--- config.mk ---
export PLATFORM = sky130hd
export DESIGN_NAME = pilot_pwm
export DESIGN_NICKNAME = d
export VERILOG_FILES = /design/src/design/pilot_pkg.sv /design/src/design/edge_sync.sv /design/src/design/pilot_pwm.sv
export SDC_FILE = /design/constraint.sdc
export NUM_CORES = 1
export LEC_CHECK = 0
export ABC_CLOCK_PERIOD_IN_PS = 8800
export CAP_MARGIN = 25
export CORE_MARGIN = 1
export CORE_UTILIZATION = 50
export CTS_CLUSTER_DIAMETER = 30
export DETAILED_ROUTE_END_ITERATION = 6
export DONT_BUFFER_PORTS = 1
export PLACE_DENSITY_LB_ADDON = 0.12
export SYNTH_ARGS = -nofsm -noshare
export SYNTH_HDL_FRONTEND = slang
export SYNTH_SLANG_ARGS = --single-unit
--- constraint.sdc ---
create_clock -name clock_in -period 8.8 [get_ports clock_in]
set_input_delay 1.76 -clock clock_in [delete_from_list [all_inputs] [get_ports clock_in]]
set_output_delay 1.76 -clock clock_in [all_outputs]
set_load 0.05 [all_outputs]
--- src/design/pilot_pkg.sv ---
// package: constants and carrier types for the pilot pwm block
package pilot_pkg;
	// ------------------------------------------------------------
	// timing
	// ------------------------------------------------------------
	localparam int unsigned CLK_HZ = 25_160_000;
	localparam int unsigned PILOT_HZ = 1_000;
	localparam int unsigned METER_HZ = 4_000;
	localparam int unsigned PERIOD_COUNTS = CLK_HZ / PILOT_HZ;
	localparam int unsigned METER_COUNTS = CLK_HZ / METER_HZ;
	localparam int unsigned CNT_W = 15;
	localparam logic [CNT_W-1:0] PERIOD_LAST = 15'(PERIOD_COUNTS - 1);
	localparam logic [CNT_W-1:0] METER_LAST = 15'(METER_COUNTS - 1);
	// ------------------------------------------------------------
	// reset values
	// ------------------------------------------------------------
	localparam logic PILOT_RST = 1'b1;
	localparam logic [CNT_W-1:0] DUTY_RST = 15'h0000;
	// ------------------------------------------------------------
	// carrier types
	// ------------------------------------------------------------
	typedef struct packed {
		logic pwm_enable;
		logic gf_irq_enable;
		logic duty_load;
		logic [CNT_W-1:0] duty;
	} pilot_ctrl_s;
	typedef struct packed {
		logic pilot;
		logic gf_irq;
		logic meter_irq;
		logic sar_trigger;
	} pilot_stat_s;
	typedef enum logic [1:0] {
		TRG_IDLE = 2'b00,
		TRG_BUSY = 2'b01,
		TRG_FIRE = 2'b11
	} trig_state_e;
endpackage

--- src/design/edge_sync.sv ---
// two-flop synchroniser with rising edge detect
`timescale 1ns/1ps
`default_nettype none
module edge_sync (
	// clock and reset
	input wire logic clock_in,
	input wire logic rst_n_in,
	// asynchronous level and its synchronised edge
	input wire logic async_in,
	output logic rise_out
);
	logic s1_r, s2_r, s3_r;
	logic s1_nxt, s2_nxt, s3_nxt;
	// next values; only s2 reads s1
	always_comb begin
		s1_nxt = async_in;
		s2_nxt = s1_r;
		s3_nxt = s2_r;
	end
	// registers
	always_ff @(posedge clock_in) begin
		if (!rst_n_in) begin
			s1_r <= 1'b0;
			s2_r <= 1'b0;
			s3_r <= 1'b0;
		end else begin
			s1_r <= s1_nxt;
			s2_r <= s2_nxt;
			s3_r <= s3_nxt;
		end
	end
	assign rise_out = s2_r & ~s3_r;
endmodule
`default_nettype wire

--- src/design/pilot_pwm.sv ---
// pilot pwm generator, ground-fault interrupt and pilot sample trigger
// Behaviour
// - pilot carries continuous 1 kHz pwm whenever driving is enabled
// - one compare sets period, a second compare sets high time
// - counter runs at 25.16 MHz and wraps after 25160 counts
// - duty compare is a fraction of the period, loaded into a shadow and applied at the period wrap
// - after reset and before enable, pilot output is held high
// - counter runs from start; pwm reaches pin only once enabled
// - ground-fault edge raises interrupt only when enabled, default off
// - metering interrupt occurs at 4 kHz, four per pilot period
// - sar conversion starts only on trigger after metering work completes
`timescale 1ns/1ps
`default_nettype none
module pilot_pwm
	import pilot_pkg::*;
#(
	parameter logic [CNT_W-1:0] PERIOD_LAST_P = PERIOD_LAST,
	parameter logic [CNT_W-1:0] METER_LAST_P = METER_LAST
) (
	// clock and reset
	input wire logic clock_in,
	input wire logic rst_n_in,
	// control from the charging state machine
	input wire pilot_ctrl_s ctrl_in,
	// metering processing done, same clock
	input wire logic meter_done_in,
	// ground-fault sense pin
	input wire logic gf_pin_in,
	// outputs
	output var pilot_stat_s stat_out
);
	// ------------------------------------------------------------
	// period counter and compares
	// ------------------------------------------------------------
	logic [CNT_W-1:0] cnt_r, cnt_nxt;
	logic [CNT_W-1:0] duty_r, duty_nxt;
	logic [CNT_W-1:0] shadow_r, shadow_nxt;
	logic pend_r, pend_nxt;
	logic en_r, en_nxt;
	logic pilot_r, pilot_nxt;
	logic wrap;
	assign wrap = (cnt_r == PERIOD_LAST_P);
	// counter, shadowed duty, pilot level
	always_comb begin
		cnt_nxt = wrap ? '0 : cnt_r + 15'h0001;
		shadow_nxt = shadow_r;
		pend_nxt = pend_r;
		duty_nxt = duty_r;
		en_nxt = en_r;
		if (ctrl_in.duty_load) begin
			shadow_nxt = ctrl_in.duty;
			pend_nxt = 1'b1;
		end
		if (wrap) begin
			if (pend_r && !ctrl_in.duty_load) begin
				duty_nxt = shadow_r;
				pend_nxt = 1'b0;
			end
			en_nxt = ctrl_in.pwm_enable; // start on boundary
		end
		if (!ctrl_in.pwm_enable)
			en_nxt = 1'b0;
		if (en_nxt)
			pilot_nxt = (cnt_nxt < duty_nxt);
		else
			pilot_nxt = 1'b1;
	end
	always_ff @(posedge clock_in) begin
		if (!rst_n_in) begin
			cnt_r <= '0;
			duty_r <= DUTY_RST;
			shadow_r <= DUTY_RST;
			pend_r <= 1'b0;
			en_r <= 1'b0;
			pilot_r <= PILOT_RST;
		end else begin
			cnt_r <= cnt_nxt;
			duty_r <= duty_nxt;
			shadow_r <= shadow_nxt;
			pend_r <= pend_nxt;
			en_r <= en_nxt;
			pilot_r <= pilot_nxt;
		end
	end
	// ------------------------------------------------------------
	// ground-fault interrupt
	// ------------------------------------------------------------
	logic gf_rise;
	logic gf_irq_r, gf_irq_nxt;
	edge_sync u_gf_sync (
		.clock_in(clock_in),
		.rst_n_in(rst_n_in),
		.async_in(gf_pin_in),
		.rise_out(gf_rise)
	);
	// one-cycle pulse on a gated rising edge
	always_comb begin
		gf_irq_nxt = gf_rise & ctrl_in.gf_irq_enable;
	end
	always_ff @(posedge clock_in) begin
		if (!rst_n_in)
			gf_irq_r <= 1'b0;
		else
			gf_irq_r <= gf_irq_nxt;
	end
	// ------------------------------------------------------------
	// metering tick and sar trigger
	// ------------------------------------------------------------
	logic [CNT_W-1:0] mcnt_r, mcnt_nxt;
	logic mirq_r, mirq_nxt;
	logic trig_r, trig_nxt;
	trig_state_e st_r, st_nxt;
	// 4 kHz tick; trigger after processing done
	always_comb begin
		mirq_nxt = (mcnt_r == METER_LAST_P);
		mcnt_nxt = mirq_nxt ? '0 : mcnt_r + 15'h0001;
		st_nxt = st_r;
		trig_nxt = 1'b0;
		case (st_r)
			TRG_IDLE: begin
				if (mirq_r)
					st_nxt = TRG_BUSY;
			end
			TRG_BUSY: begin
				if (meter_done_in) begin
					st_nxt = TRG_FIRE;
					trig_nxt = 1'b1;
				end
			end
			TRG_FIRE: begin
				st_nxt = TRG_IDLE;
			end
			default: begin
				st_nxt = TRG_IDLE;
			end
		endcase
	end
	always_ff @(posedge clock_in) begin
		if (!rst_n_in) begin
			mcnt_r <= '0;
			mirq_r <= 1'b0;
			trig_r <= 1'b0;
			st_r <= TRG_IDLE;
		end else begin
			mcnt_r <= mcnt_nxt;
			mirq_r <= mirq_nxt;
			trig_r <= trig_nxt;
			st_r <= st_nxt;
		end
	end
	// output bundle, one driver for the whole struct
	assign stat_out = {pilot_r, gf_irq_r, mirq_r, trig_r};
	// ------------------------------------------------------------
	// assertions
	// ------------------------------------------------------------
	// pilot level and enable
	AST_IDLE_HIGH: assert property (@(posedge clock_in) disable iff (!rst_n_in)
		!en_r |-> stat_out.pilot)
		else $error("pilot not high while disabled");
	AST_DISABLE_HIGH: assert property (@(posedge clock_in) disable iff (!rst_n_in)
		!ctrl_in.pwm_enable |=> stat_out.pilot)
		else $error("pilot not high after pwm disable");
	// period counter
	AST_WRAP: assert property (@(posedge clock_in) disable iff (!rst_n_in)
		wrap |=> cnt_r == '0)
		else $error("period counter did not wrap");
	AST_COUNT: assert property (@(posedge clock_in) disable iff (!rst_n_in)
		!wrap |=> cnt_r == $past(cnt_r) + 15'h0001)
		else $error("period counter stalled");
	AST_HIGH_TIME: assert property (@(posedge clock_in) disable iff (!rst_n_in)
		en_r |-> stat_out.pilot == (cnt_r < duty_r))
		else $error("pilot level disagrees with duty compare");
	// duty shadow and period-boundary update
	AST_DUTY_HOLD: assert property (@(posedge clock_in) disable iff (!rst_n_in)
		!$past(wrap) |-> $stable(duty_r))
		else $error("duty changed inside a period");
	AST_DUTY_LOAD: assert property (@(posedge clock_in) disable iff (!rst_n_in)
		ctrl_in.duty_load |=> shadow_r == $past(ctrl_in.duty))
		else $error("duty value not captured");
	AST_DUTY_APPLY: assert property (@(posedge clock_in) disable iff (!rst_n_in)
		wrap && pend_r && !ctrl_in.duty_load |=> duty_r == $past(shadow_r))
		else $error("pending duty not applied at wrap");
	AST_PEND_CLEAR: assert property (@(posedge clock_in) disable iff (!rst_n_in)
		wrap && pend_r && !ctrl_in.duty_load |=> !pend_r)
		else $error("pending flag not cleared at wrap");
	AST_ENABLE_EDGE: assert property (@(posedge clock_in) disable iff (!rst_n_in)
		$rose(en_r) |-> $past(wrap))
		else $error("pwm started mid period");
	// ground fault
	AST_GF_GATE: assert property (@(posedge clock_in) disable iff (!rst_n_in)
		stat_out.gf_irq |-> $past(ctrl_in.gf_irq_enable))
		else $error("ground-fault irq while disabled");
	AST_GF_PULSE: assert property (@(posedge clock_in) disable iff (!rst_n_in)
		stat_out.gf_irq |=> !stat_out.gf_irq)
		else $error("ground-fault irq longer than one cycle");
	// metering tick and trigger
	AST_METER_RATE: assert property (@(posedge clock_in) disable iff (!rst_n_in)
		mirq_r |=> !mirq_r [*3])
		else $error("metering tick too frequent");
	AST_METER_PERIOD: assert property (@(posedge clock_in) disable iff (!rst_n_in)
		mirq_r |-> mcnt_r == '0)
		else $error("metering tick off its count");
	AST_TRIG_CAUSE: assert property (@(posedge clock_in) disable iff (!rst_n_in)
		stat_out.sar_trigger |-> $past(meter_done_in) && $past(st_r) == TRG_BUSY)
		else $error("sar trigger without completed processing");
	AST_TRIG_ONCE: assert property (@(posedge clock_in) disable iff (!rst_n_in)
		stat_out.sar_trigger |=> !stat_out.sar_trigger)
		else $error("sar trigger longer than one cycle");
	// ------------------------------------------------------------
	// covers
	// ------------------------------------------------------------
	COV_PWM_ON: cover property (@(posedge clock_in) disable iff (!rst_n_in)
		$rose(en_r));
	COV_DUTY_SWAP: cover property (@(posedge clock_in) disable iff (!rst_n_in)
		wrap && pend_r);
	COV_GF: cover property (@(posedge clock_in) disable iff (!rst_n_in)
		stat_out.gf_irq);
	COV_TRIG: cover property (@(posedge clock_in) disable iff (!rst_n_in)
		stat_out.sar_trigger);
	COV_LOAD_AT_WRAP: cover property (@(posedge clock_in) disable iff (!rst_n_in)
		wrap && ctrl_in.duty_load);
endmodule
`default_nettype wire

==> summary.md, run 1 <==
| Metric | Value |
|---|---|
| Outcome | `completed` |
| Post-DRT Antenna Nets | `0` |
| Area of the multi-input gates | `around 1600 sq um` |
| Critical path's top delay family | `compound AO/OA/AOI/OAI gates` |
| Dpl cells | `380` |
| Die height | `a little over 80 microns` |
| Synth Area in Simple Gates | `0.238` |
| Worst-margin pin slew | `946 ps` |
| Hold WS | `434 ps` |
| Boundary pin count | `26` |
| HP Class | `reg -> reg` |
| Worst-path cell chain | `nand2b_1 > nor2_4 > mux2i_1 > ha_1 > a21oi_1 > o21ai_0 > a221oi_1 > o311ai_0 > nand3_1` |
| First-pass GRT wire length | `8910 microns` |
| VDD IR-drop max | `roughly 0.000090 V` |
| Post-synthesis mux area share | `0.0969` |
| CP arrival | `3960 ps` |
| Async S/R FF share, synth | `0` |
| Yosys warns | `0` |
| Buf/Inv on CP | `0` |
| Residual DRC | `0` |
| Core Rows | `28` |
| Post-CTS Hold Buffers | `0` |
| Most frequent cells in the layout | `71 x dfxtp_1, 62 x nor2_1, 30 x mux2i_1` |
| Global Route Usage Sum | `0.183` |
| Unrepaired setup endpoints after global routing | `false` |
| Pre-antenna DRT Iters | `4` |
| Commonest non-fill, non-tap cell in the layout | `dfxtp_1` |
| Vias per cell | `5.24` |
| Setup Skew | `7.44 ps` |
| Worst Setup End Kind | `flip-flop` |
| Clock-pin slew on the worst setup and hold paths | `70 ps` |
| Syn nets | `357` |
| Synth Register Bits | `71` |
| DP HPWL | `3820 microns` |
| WL final | `5350 microns` |
| Final setup fails | `0` |
| Synthesized instance count | `approximately 320` |
| Post-Layout Cell Count | `396` |
| Avg Inst Size Synth | `9.75 sq um` |
| Fill cells | `543` |
| Die area | `~6500 sq um` |
| Post CTS Setup Buffer Count | `0` |
| Vias in the first global route | `1943` |
| Hold Crit Start | `u_gf_sync.s1_r` |
| Adder-cell share of the synthesized area | `0.0686` |
| Initial DRC count | `between 40 and 50` |
| Largest net degree at the start of global routing | `36` |
| DR WL/cell | `13.5 microns` |
| Post-synth EDFFs | `0` |
| TritonCTS Sinks | `71` |
| H-tree depth | `3` |
| Reg2reg start | `cnt_r[0]` |
| Initial Util | `0.521` |
| Crit path max fanout | `17` |
| Total Neg Setup Slack | `0 ps` |
| Layout cells sized above 1 | `0.0592` |
| Leakage | `1.37 nW` |
| Xor/xnor share of the synthesized area | `0.0706` |
| Main combinational cell family by area after synthesis | `simple AND/OR/NAND/NOR gates` |
| Number of nets in the layout | `approximately 360` |
| CP required | `9080 ps` |
| Grt total ovfl | `0` |
| Crit share post-route | `0.418` |
| Place WS | `4820 ps` |
| Gpl congestion | `0.780` |
| PortBufs | `0` |
| Number of distinct library cells after synthesis | `41` |
| Compound-gate portion of the synthesized area | `0.0391` |
| PD cells | `around 200 nW/um^2` |
| Inserted Diodes | `0` |
| Mapped cell area | `about 3100 sq um` |
| Ys flop type | `dfxtp_1` |
| Worst setup margin | `5120 ps` |
| Initial antenna violation count | `0` |
| Reg area | `1420 sq um` |
| Slowest CP cell | `nor2_4` |
| Via count | `2077` |
| Critical path launch point type | `input port` |
| CTS tree | `done` |
| Area growth syn-to-layout | `8.31%` |
| Final Hold Fails | `0` |
| Worst setup path start | `ctrl_in[15]` |
| Final Core Density | `0.564` |
| Fin crit period | `3680 ps` |
| CTS Buffer Depth | `2` |
| Post-cts sizing count | `0` |
| Relative slew slack | `0.365` |
| Core Area | `5960 sq um` |
| Max_cap viols | `0` |
| Slew Limit Fails | `0` |
| Root buf cell | `clkbuf_8` |
| Clock Latency Late Sink | `340 ps` |
| Num CTS Buffers | `9` |
| Max stage delay on crit path | `roughly 450 ps` |
| Setup CP Type | `in -> reg` |
| Achievable frequency | `272 MHz` |
| Die X | `80.7 microns` |
| Seq/Total Area, Yosys | `0.458` |
-- worst reg2reg max path: stages (launching register included) --
cell	delay, ps
dfxtp_1	430
ha_1	290
nor4bb_1	310
nand4_1	310
nor2_4	540
mux2i_1	320
ha_1	280
a21oi_1	140
o21ai_0	90
a221oi_1	420
o311ai_0	210
nand3_1	110
-- cell families after synthesis --
logic type               Yosys count
AO/OA/AOI/OAI                     16
multiplexers                      30
flip-flops                        71
buffers and inverters             17
XOR/XNOR                          25
adder cells (fa/ha/maj)           17
AND/OR/NAND/NOR                  142
-- report_power, final --
| group | internal (mW) | switching (mW) | total (mW) |
|---|---|---|---|
| sequential | 0.329 | 0.00539 | 0.334 |
| combinational | 0.0117 | 0.0116 | 0.0233 |
| clock | 0.188 | 0.117 | 0.304 |
| total | 0.528 | 0.134 | 0.662 |
-- synth_stat cells (2+ instances only) --
| library cell | count | area (sq um) |
|---|---|---|
| dfxtp_1 | 71 | 1420 |
| nor2_1 | 62 | 233 |
| mux2i_1 | 30 | 300 |
| ha_1 | 17 | 213 |
| nand2_1 | 16 | 60.1 |
| xnor2_1 | 15 | 131 |
| nand3_1 | 13 | 65.1 |
| xor2_1 | 10 | 87.6 |
| and2_1 | 8 | 50.1 |
| clkbuf_1 | 7 | 26.3 |
| and3_1 | 6 | 37.5 |
| nor3_1 | 6 | 30.0 |
| and4_1 | 5 | 43.8 |
| nand4_1 | 5 | 31.3 |
| nor2b_1 | 5 | 31.3 |
| a21oi_1 | 4 | 20.0 |
| buf_4 | 4 | 30.0 |
| a21o_1 | 3 | 22.5 |
| inv_1 | 3 | 11.3 |
| nor4b_1 | 3 | 26.3 |
| a221oi_1 | 2 | 17.5 |
| and2b_1 | 2 | 15.0 |
| nand2b_1 | 2 | 12.5 |
| nor4bb_1 | 2 | 20.0 |
-- sequential cells by signal (all words and copies together), names as in the netlist --
register and count:
pilot_r 1, trig_r 1, u_gf_sync.s2_r 1, cnt_r 15, duty_r 15, u_gf_sync.s1_r 1, shadow_r 15, gf_irq_r 1
st_r 2, en_r 1, pend_r 1, mirq_r 1, mcnt_r 15, u_gf_sync.s3_r 1
-- path summary, 6_finish.rpt --
check        slack [ps]  depth (start not counted)              to
max                5120                          9         pilot_r
min                 430                          1  u_gf_sync.s2_r
max reg2reg        5290                         11         pilot_r
min reg2reg         430                          1  u_gf_sync.s2_r
-- cell type report --
type	instances	area share
Tap cell	75	0.0279
Clock buffer	10	0.0380
Clock inverter	6	0.0324
Multi-Input combinational cell	230	0.474
Sequential cell	71	0.423
Inverter	4	0.00447
-- metrics by stage --
step / total power, mW / cell area, sq um
2_1_floorplan: 0.362 / 3100
3_3_place_gp: 0.365 / 3120
3_5_place_dp: 0.365 / 3120
4_1_cts: 0.673 / 3360
5_1_grt: 0.688 / 3360
6_report: 0.662 / 3360
-- per-layer routing --
metal | track usage | wire (microns)
met3 | 0.0404 | 174
met1 | 0.230 | 2570
met5 | 0 | 0
met2 | 0.288 | 2480
met4 | 0.107 | 117
No activity file was read; power rests on OpenSTA's default activity.
==> run 2: changes to the inputs <==
- ABC_CLOCK_PERIOD_IN_PS: 8800 -> 3550
- clock period: 8.8 -> 3.55 ns (I/O delays scaled with it)
==> run 2 against run 1 <==
  * Sequential share of layout area decreased by 0.25 points
  * Power is 130% higher
  * Sequential cell count unchanged
  * Final cell count grew 1.5%
  * Sequential power grew 150%
  * Combinational power grew to 2.6 times the previous value
  * Via count increased by 2.1%
  * Critical path depth increased by 4
  * First-iteration DRC count grew 37%
  * Global-route usage up 0.21 points
  * Clock power up 110%
  * Clock skew is 1.4 ps higher
==> summary.md, run 2 (synthesis gave the netlist of run 1 again) <==
| Metric | Value |
|---|---|
| Outcome | `completed (unchanged)` |
| Dpl cells | `383 (was 380)` |
| Clock Latency Late Sink | `340 ps (about the same)` |
| Final Hold Fails | `0 (unchanged)` |
| Post-Layout Cell Count | `402 (was 396)` |
| Achievable frequency | `between 300 and 400 MHz` |
| Commonest non-fill, non-tap cell in the layout | `dfxtp_1 (unchanged)` |
| Hold depth | `1 (unchanged)` |
| Hold WS | `435 ps (was 434 ps)` |
| Register-to-register setup slack | `270 ps (was 5290 ps)` |
| Boundary pin count | `26 (unchanged)` |
| Reg-to-Reg End | `pilot_r (unchanged)` |
| Internal cell power | `1.19 mW (was 0.528 mW)` |
| Num CTS Buffers | `9 (unchanged)` |
| VDD IR-drop max | `0.000368 V (was 0.0000901 V)` |
| Core Area | `5960 sq um (unchanged)` |
| Crit share post-route | `0.923` |
| Worst setup path start | `cnt_r[0] (was ctrl_in[15])` |
| Area growth syn-to-layout | `8.96% (was 8.31%)` |
| DR WL/cell | `13.8 microns (was 13.5 microns)` |
| Gpl congestion | `0.800 (was 0.780)` |
| TritonCTS Sinks | `71 (unchanged)` |
| DP HPWL | `3960 microns (was 3820 microns)` |
| Reg2reg start | `cnt_r[0] (unchanged)` |
| Residual DRC | `0 (unchanged)` |
| CTS Buffer Depth | `2 (unchanged)` |
| Inserted Diodes | `0 (unchanged)` |
| Grt total ovfl | `0 (unchanged)` |
| Unrepaired setup endpoints after global routing | `false (unchanged)` |
| PD cells | `452 nW/um^2 (was 197 nW/um^2)` |
| Slew Limit Fails | `0 (unchanged)` |
| Via count | `2121 (was 2077)` |
| Fin crit period | `3280 ps` |
| Post-DRT Antenna Nets | `0 (unchanged)` |
| Largest net degree at the start of global routing | `28 (was 36)` |
| Pre-antenna DRT Iters | `5 (was 4)` |
| H-tree depth | `3 (unchanged)` |
| Seq pwr share | `0.542 (was 0.505)` |
| Post-cts sizing count | `0 (unchanged)` |
| Die area | `6520 sq um (unchanged)` |
| Worst-margin pin slew | `510 ps (was 946 ps)` |
| Die X | `80.7 microns (unchanged)` |
| Critical path launch point type | `flip-flop (was input port)` |
| WL final | `5540 microns (was 5350 microns)` |
| Vias per cell | `5.28 (was 5.24)` |
| Vias in the first global route | `1944 (was 1943)` |
| P_sw | `0.342 mW (was 0.134 mW)` |
| Max_cap viols | `0 (unchanged)` |
| Final setup fails | `0 (unchanged)` |
| Setup CP Type | `reg -> reg (was in -> reg)` |
| WHS Endpoint | `u_gf_sync.s2_r (unchanged)` |
| Most frequent cells in the layout | `71 x dfxtp_1, 62 x nor2_1, 30 x mux2i_1 (unchanged)` |
| Relative slew slack | `0.660 (was 0.365)` |
| First-pass GRT wire length | `9030 microns (was 8910 microns)` |
| Initial Util | `0.521 (unchanged)` |
| Core Rows | `28 (unchanged)` |
| Setup Skew | `8.85 ps (was 7.44 ps)` |
| Clock-pin slew on the worst setup and hold paths | `80 ps (was 70 ps)` |
| Global Route Usage Sum | `0.185 (was 0.183)` |
| Leakage | `1.37 nW (about the same)` |
| Root buf cell | `clkbuf_8 (unchanged)` |
| Die height | `80.7 microns (unchanged)` |
| Total Neg Setup Slack | `0 ps (unchanged)` |
| Sw frac | `0.224 (was 0.202)` |
| Layout cells sized above 1 | `0.0765 (was 0.0592)` |
| Number of nets in the layout | `361 (was 355)` |
| HP Class | `reg -> reg (unchanged)` |
| Worst Setup End Kind | `flip-flop (unchanged)` |
| Crit path max fanout | `10 (was 17)` |
| Reg2reg path depth | `13 (was 11)` |
| Comb power frac | `0.039 (was 0.035)` |
| CTS tree | `done (unchanged)` |
| CP required | `3840 ps (was 9080 ps)` |
| Initial DRC count | `59 (was 43)` |
| CP arrival | `3560 ps (was 3960 ps)` |
| Initial antenna violation count | `0 (unchanged)` |
| Clock power share | `0.419 (was 0.460)` |
| PortBufs | `0 (unchanged)` |
| Hold Crit Start | `u_gf_sync.s1_r (unchanged)` |
run 2: critical path, cell delays in order, from the launching register on:
cell	delay, ps
dfxtp_1	410
ha_1	260
nor4bb_1	350
nand4_1	330
nor2_4	200
buf_12	150
buf_4	140
mux2i_1	250
ha_1	280
a21o_1	160
a21o_1	160
a221oi_1	260
o311ai_0	170
nand3_1	110
run 2: power by group through the flow:
stage	clock, mW	combinational, mW	sequential (mW)
finish	0.641	0.0597	0.828
global route	0.689	0.0684	0.830
CTS	0.660	0.0606	0.828
detailed placement	0	0.0603	0.846
global placement	0	0.0597	0.846
floorplan	0	0.0562	0.841
run 2: final cells by class:
| cell class | count | area (sq um) |
|---|---|---|
| fillers | 558 | 2580 |
| multi-input cells | 230 | 1590 |
| flip-flops and latches | 71 | 1420 |
| clock buffers | 11 | 141 |
| well taps | 75 | 93.8 |
| clock inverters | 5 | 57.6 |
| repair buffers | 6 | 57.6 |
| inverters | 4 | 15.0 |
run 2: through the flow:
step / utilization / power [mW] / cell area (sq um) / setup WS (ps)
6_report: 0.567 / 1.53 / 3380 / 273
2_1_floorplan: - / 0.898 / 3100 / 648
3_5_place_dp: 0.528 / 0.907 / 3140 / 161
5_1_grt: 0.567 / 1.59 / 3380 / 7.83
4_1_cts: 0.561 / 1.55 / 3340 / 135
3_3_place_gp: 0.528 / 0.905 / 3140 / 352
run 2: how the worst max path moves through the flow:
stage / to / cells after the start / slack [ps]
floorplan: pilot_r / 12 / 650
global placement: pilot_r / 11 / 350
detailed placement: pilot_r / 11 / 160
CTS: pilot_r / 11 / 140
global route: pilot_r / 12 / 8
finish: pilot_r / 13 / 270
run 2: timing repair:
action / 4_1_cts / 5_1_grt
buffers inserted: 0 / 3
setup endpoints to repair: 0 / 1
hold buffers: 0 / 0
run 2: per-layer routing:
layer | global-route usage | up-vias | part of all wire
met5 | 0 | - | 0
met4 | 0.0964 | 0 | 0.023
met3 | 0.0360 | 9 | 0.029
met2 | 0.287 | 26 | 0.45
met1 | 0.244 | 988 | 0.50
li1 | - | 1098 | -
==> run 3: changes to the inputs <==
- CTS_BUF_LIST: unset -> sky130_fd_sc_hd__clkbuf_4 sky130_fd_sc_hd__clkbuf_8 sky130_fd_sc_hd__clkbuf_16
==> run 3 against run 2 <==
  * Critical path depth did not move
  * Final cell count unchanged
  * First-iteration DRC count did not move
  * Hold slack is the same
  * Combinational power about the same
  * Non-clock buffer count is the same
  * Die area unchanged
  * Sequential cell count unchanged
==> summary.md, run 3 (synthesis gave the netlist of run 1 again) <==
| Metric | Value |
|---|---|
| Setup CP Type | `reg -> reg (unchanged)` |
| Vias in the first global route | `1944 (unchanged)` |
| Worst-margin pin slew | `510 ps (unchanged)` |
| Worst setup path start | `cnt_r[0] (unchanged)` |
| DP HPWL | `3960 microns (unchanged)` |
| Initial DRC count | `59 (unchanged)` |
| Die height | `80.7 microns (unchanged)` |
| Commonest non-fill, non-tap cell in the layout | `dfxtp_1 (unchanged)` |
| VDD IR-drop max | `0.000373 V (was 0.000368 V)` |
| Grt total ovfl | `0 (unchanged)` |
| Most frequent cells in the layout | `71 x dfxtp_1, 62 x nor2_1, 30 x mux2i_1 (unchanged)` |
| Final Core Density | `0.568 (was 0.567)` |
| CTS Buffer Depth | `2 (unchanged)` |
| HP Class | `reg -> reg (unchanged)` |
| Area growth syn-to-layout | `9.08% (was 8.96%)` |
| Largest net degree at the start of global routing | `28 (unchanged)` |
| PortBufs | `0 (unchanged)` |
| Number of nets in the layout | `361 (unchanged)` |
| Slew Limit Fails | `0 (unchanged)` |
| First-pass GRT wire length | `9030 microns (unchanged)` |
| CTS tree | `done (unchanged)` |
| Critical path launch point type | `flip-flop (unchanged)` |
| Die X | `80.7 microns (unchanged)` |
| Relative slew slack | `0.660 (unchanged)` |
| Crit path max fanout | `10 (unchanged)` |
| Reg2reg start | `cnt_r[0] (unchanged)` |
| Die area | `6520 sq um (unchanged)` |
| Leakage | `1.38 nW (was 1.37 nW)` |
| Residual DRC | `0 (unchanged)` |
| Post-Layout Cell Count | `402 (unchanged)` |
| Initial Util | `0.521 (unchanged)` |
| Vias per cell | `5.28 (unchanged)` |
| Post-CTS Hold Buffers | `0 (unchanged)` |
| Hold depth | `1 (unchanged)` |
| H-tree depth | `3 (unchanged)` |
| Global Route Usage Sum | `0.185 (unchanged)` |
| Total Neg Setup Slack | `0 ps (unchanged)` |
| Boundary pin count | `26 (unchanged)` |
| Core Rows | `28 (unchanged)` |
| Inserted Diodes | `0 (unchanged)` |
| Outcome | `completed (unchanged)` |
| Initial antenna violation count | `0 (unchanged)` |
| Via count | `2121 (unchanged)` |
| Achievable frequency | `305 MHz (unchanged)` |
| Worst setup margin | `273 ps (unchanged)` |
| Clock Latency Late Sink | `340 ps (about the same)` |
| Core Area | `5960 sq um (unchanged)` |
| CP arrival | `3560 ps (about the same)` |
| Num CTS Buffers | `9 (unchanged)` |
| Reg2reg path depth | `13 (unchanged)` |
| Gpl congestion | `0.800 (unchanged)` |
| CP required | `3840 ps (about the same)` |
| Fin crit period | `3280 ps (unchanged)` |
| Pre-antenna DRT Iters | `5 (unchanged)` |
| Clock-pin slew on the worst setup and hold paths | `80 ps (about the same)` |
| Register-to-register setup slack | `270 ps (about the same)` |
| DR WL/cell | `13.8 microns (about the same)` |
| Worst Setup End Kind | `flip-flop (unchanged)` |
| Reg area | `1420 sq um (unchanged)` |
| Post-DRT Antenna Nets | `0 (unchanged)` |
| Place WS | `161 ps (unchanged)` |
| Final Hold Fails | `0 (unchanged)` |
| Setup Skew | `8.85 ps (unchanged)` |
| Root buf cell | `clkbuf_8 (unchanged)` |
| Hold WS | `435 ps (unchanged)` |
| Final setup fails | `0 (unchanged)` |
| Layout cells sized above 1 | `0.0795 (was 0.0765)` |
| Hold Crit Start | `u_gf_sync.s1_r (unchanged)` |
| TritonCTS Sinks | `71 (unchanged)` |
| Reg-to-Reg End | `pilot_r (unchanged)` |
| Area of the multi-input gates | `1590 sq um (unchanged)` |
| Dpl cells | `383 (unchanged)` |
| Unrepaired setup endpoints after global routing | `false (unchanged)` |
| WHS Endpoint | `u_gf_sync.s2_r (unchanged)` |
| WL final | `5540 microns (about the same)` |
| Crit share post-route | `0.923 (unchanged)` |
| Fill cells | `558 (unchanged)` |
| Max_cap viols | `0 (unchanged)` |
| PD cells | `454 nW/um^2 (was 452 nW/um^2)` |
## run 3: worst max path at each step
stage	to	slack [ps]
2_1_floorplan	pilot_r	650
3_3_place_gp	pilot_r	350
3_5_place_dp	pilot_r	160
4_1_cts	pilot_r	140
5_1_grt	pilot_r	8
6_report	pilot_r	270
## run 3: power by group
group          total [mW]  leakage [nW]  internal, mW  switching, mW
registers           0.828         0.577         0.814         0.0134
logic              0.0597         0.706        0.0296         0.0302
clock network       0.649        0.0950         0.350          0.298
## run 3: repair_timing
item	4_1_cts	5_1_grt
setup buffers	0	3
setup endpoints to repair	0	1
resized for setup	0	0
## run 3: area by class of cell
type                            count  share of cell area
Clock buffer                       11              0.0429
Clock inverter                      5              0.0170
Inverter                            4             0.00444
Multi-Input combinational cell    230               0.471
Sequential cell                    71               0.420
Tap cell                           75              0.0277
Timing Repair Buffer                6              0.0170
## run 3: critical path: stages (launching register included)
cell	delay, ps
dfxtp_1	410
ha_1	260
nor4bb_1	350
nand4_1	330
nor2_4	200
buf_12	150
buf_4	140
mux2i_1	250
ha_1	280
a21o_1	160
a21o_1	160
a221oi_1	260
o311ai_0	170
nand3_1	110
## run 3: per-stage QoR
stage	total power [mW]	area, sq um
final	1.54	3380
after global routing	1.60	3380
after CTS	1.56	3350
after detailed placement	0.907	3140
after global placement	0.905	3140
after floorplan	0.898	3100
## run 3: layer usage
metal	up-vias	GRT usage	routed length (microns)
met5	-	0	0
met4	0	0.0964	125
met3	9	0.0360	163
met2	26	0.287	2500
met1	988	0.244	2750
li1	1098	-	-
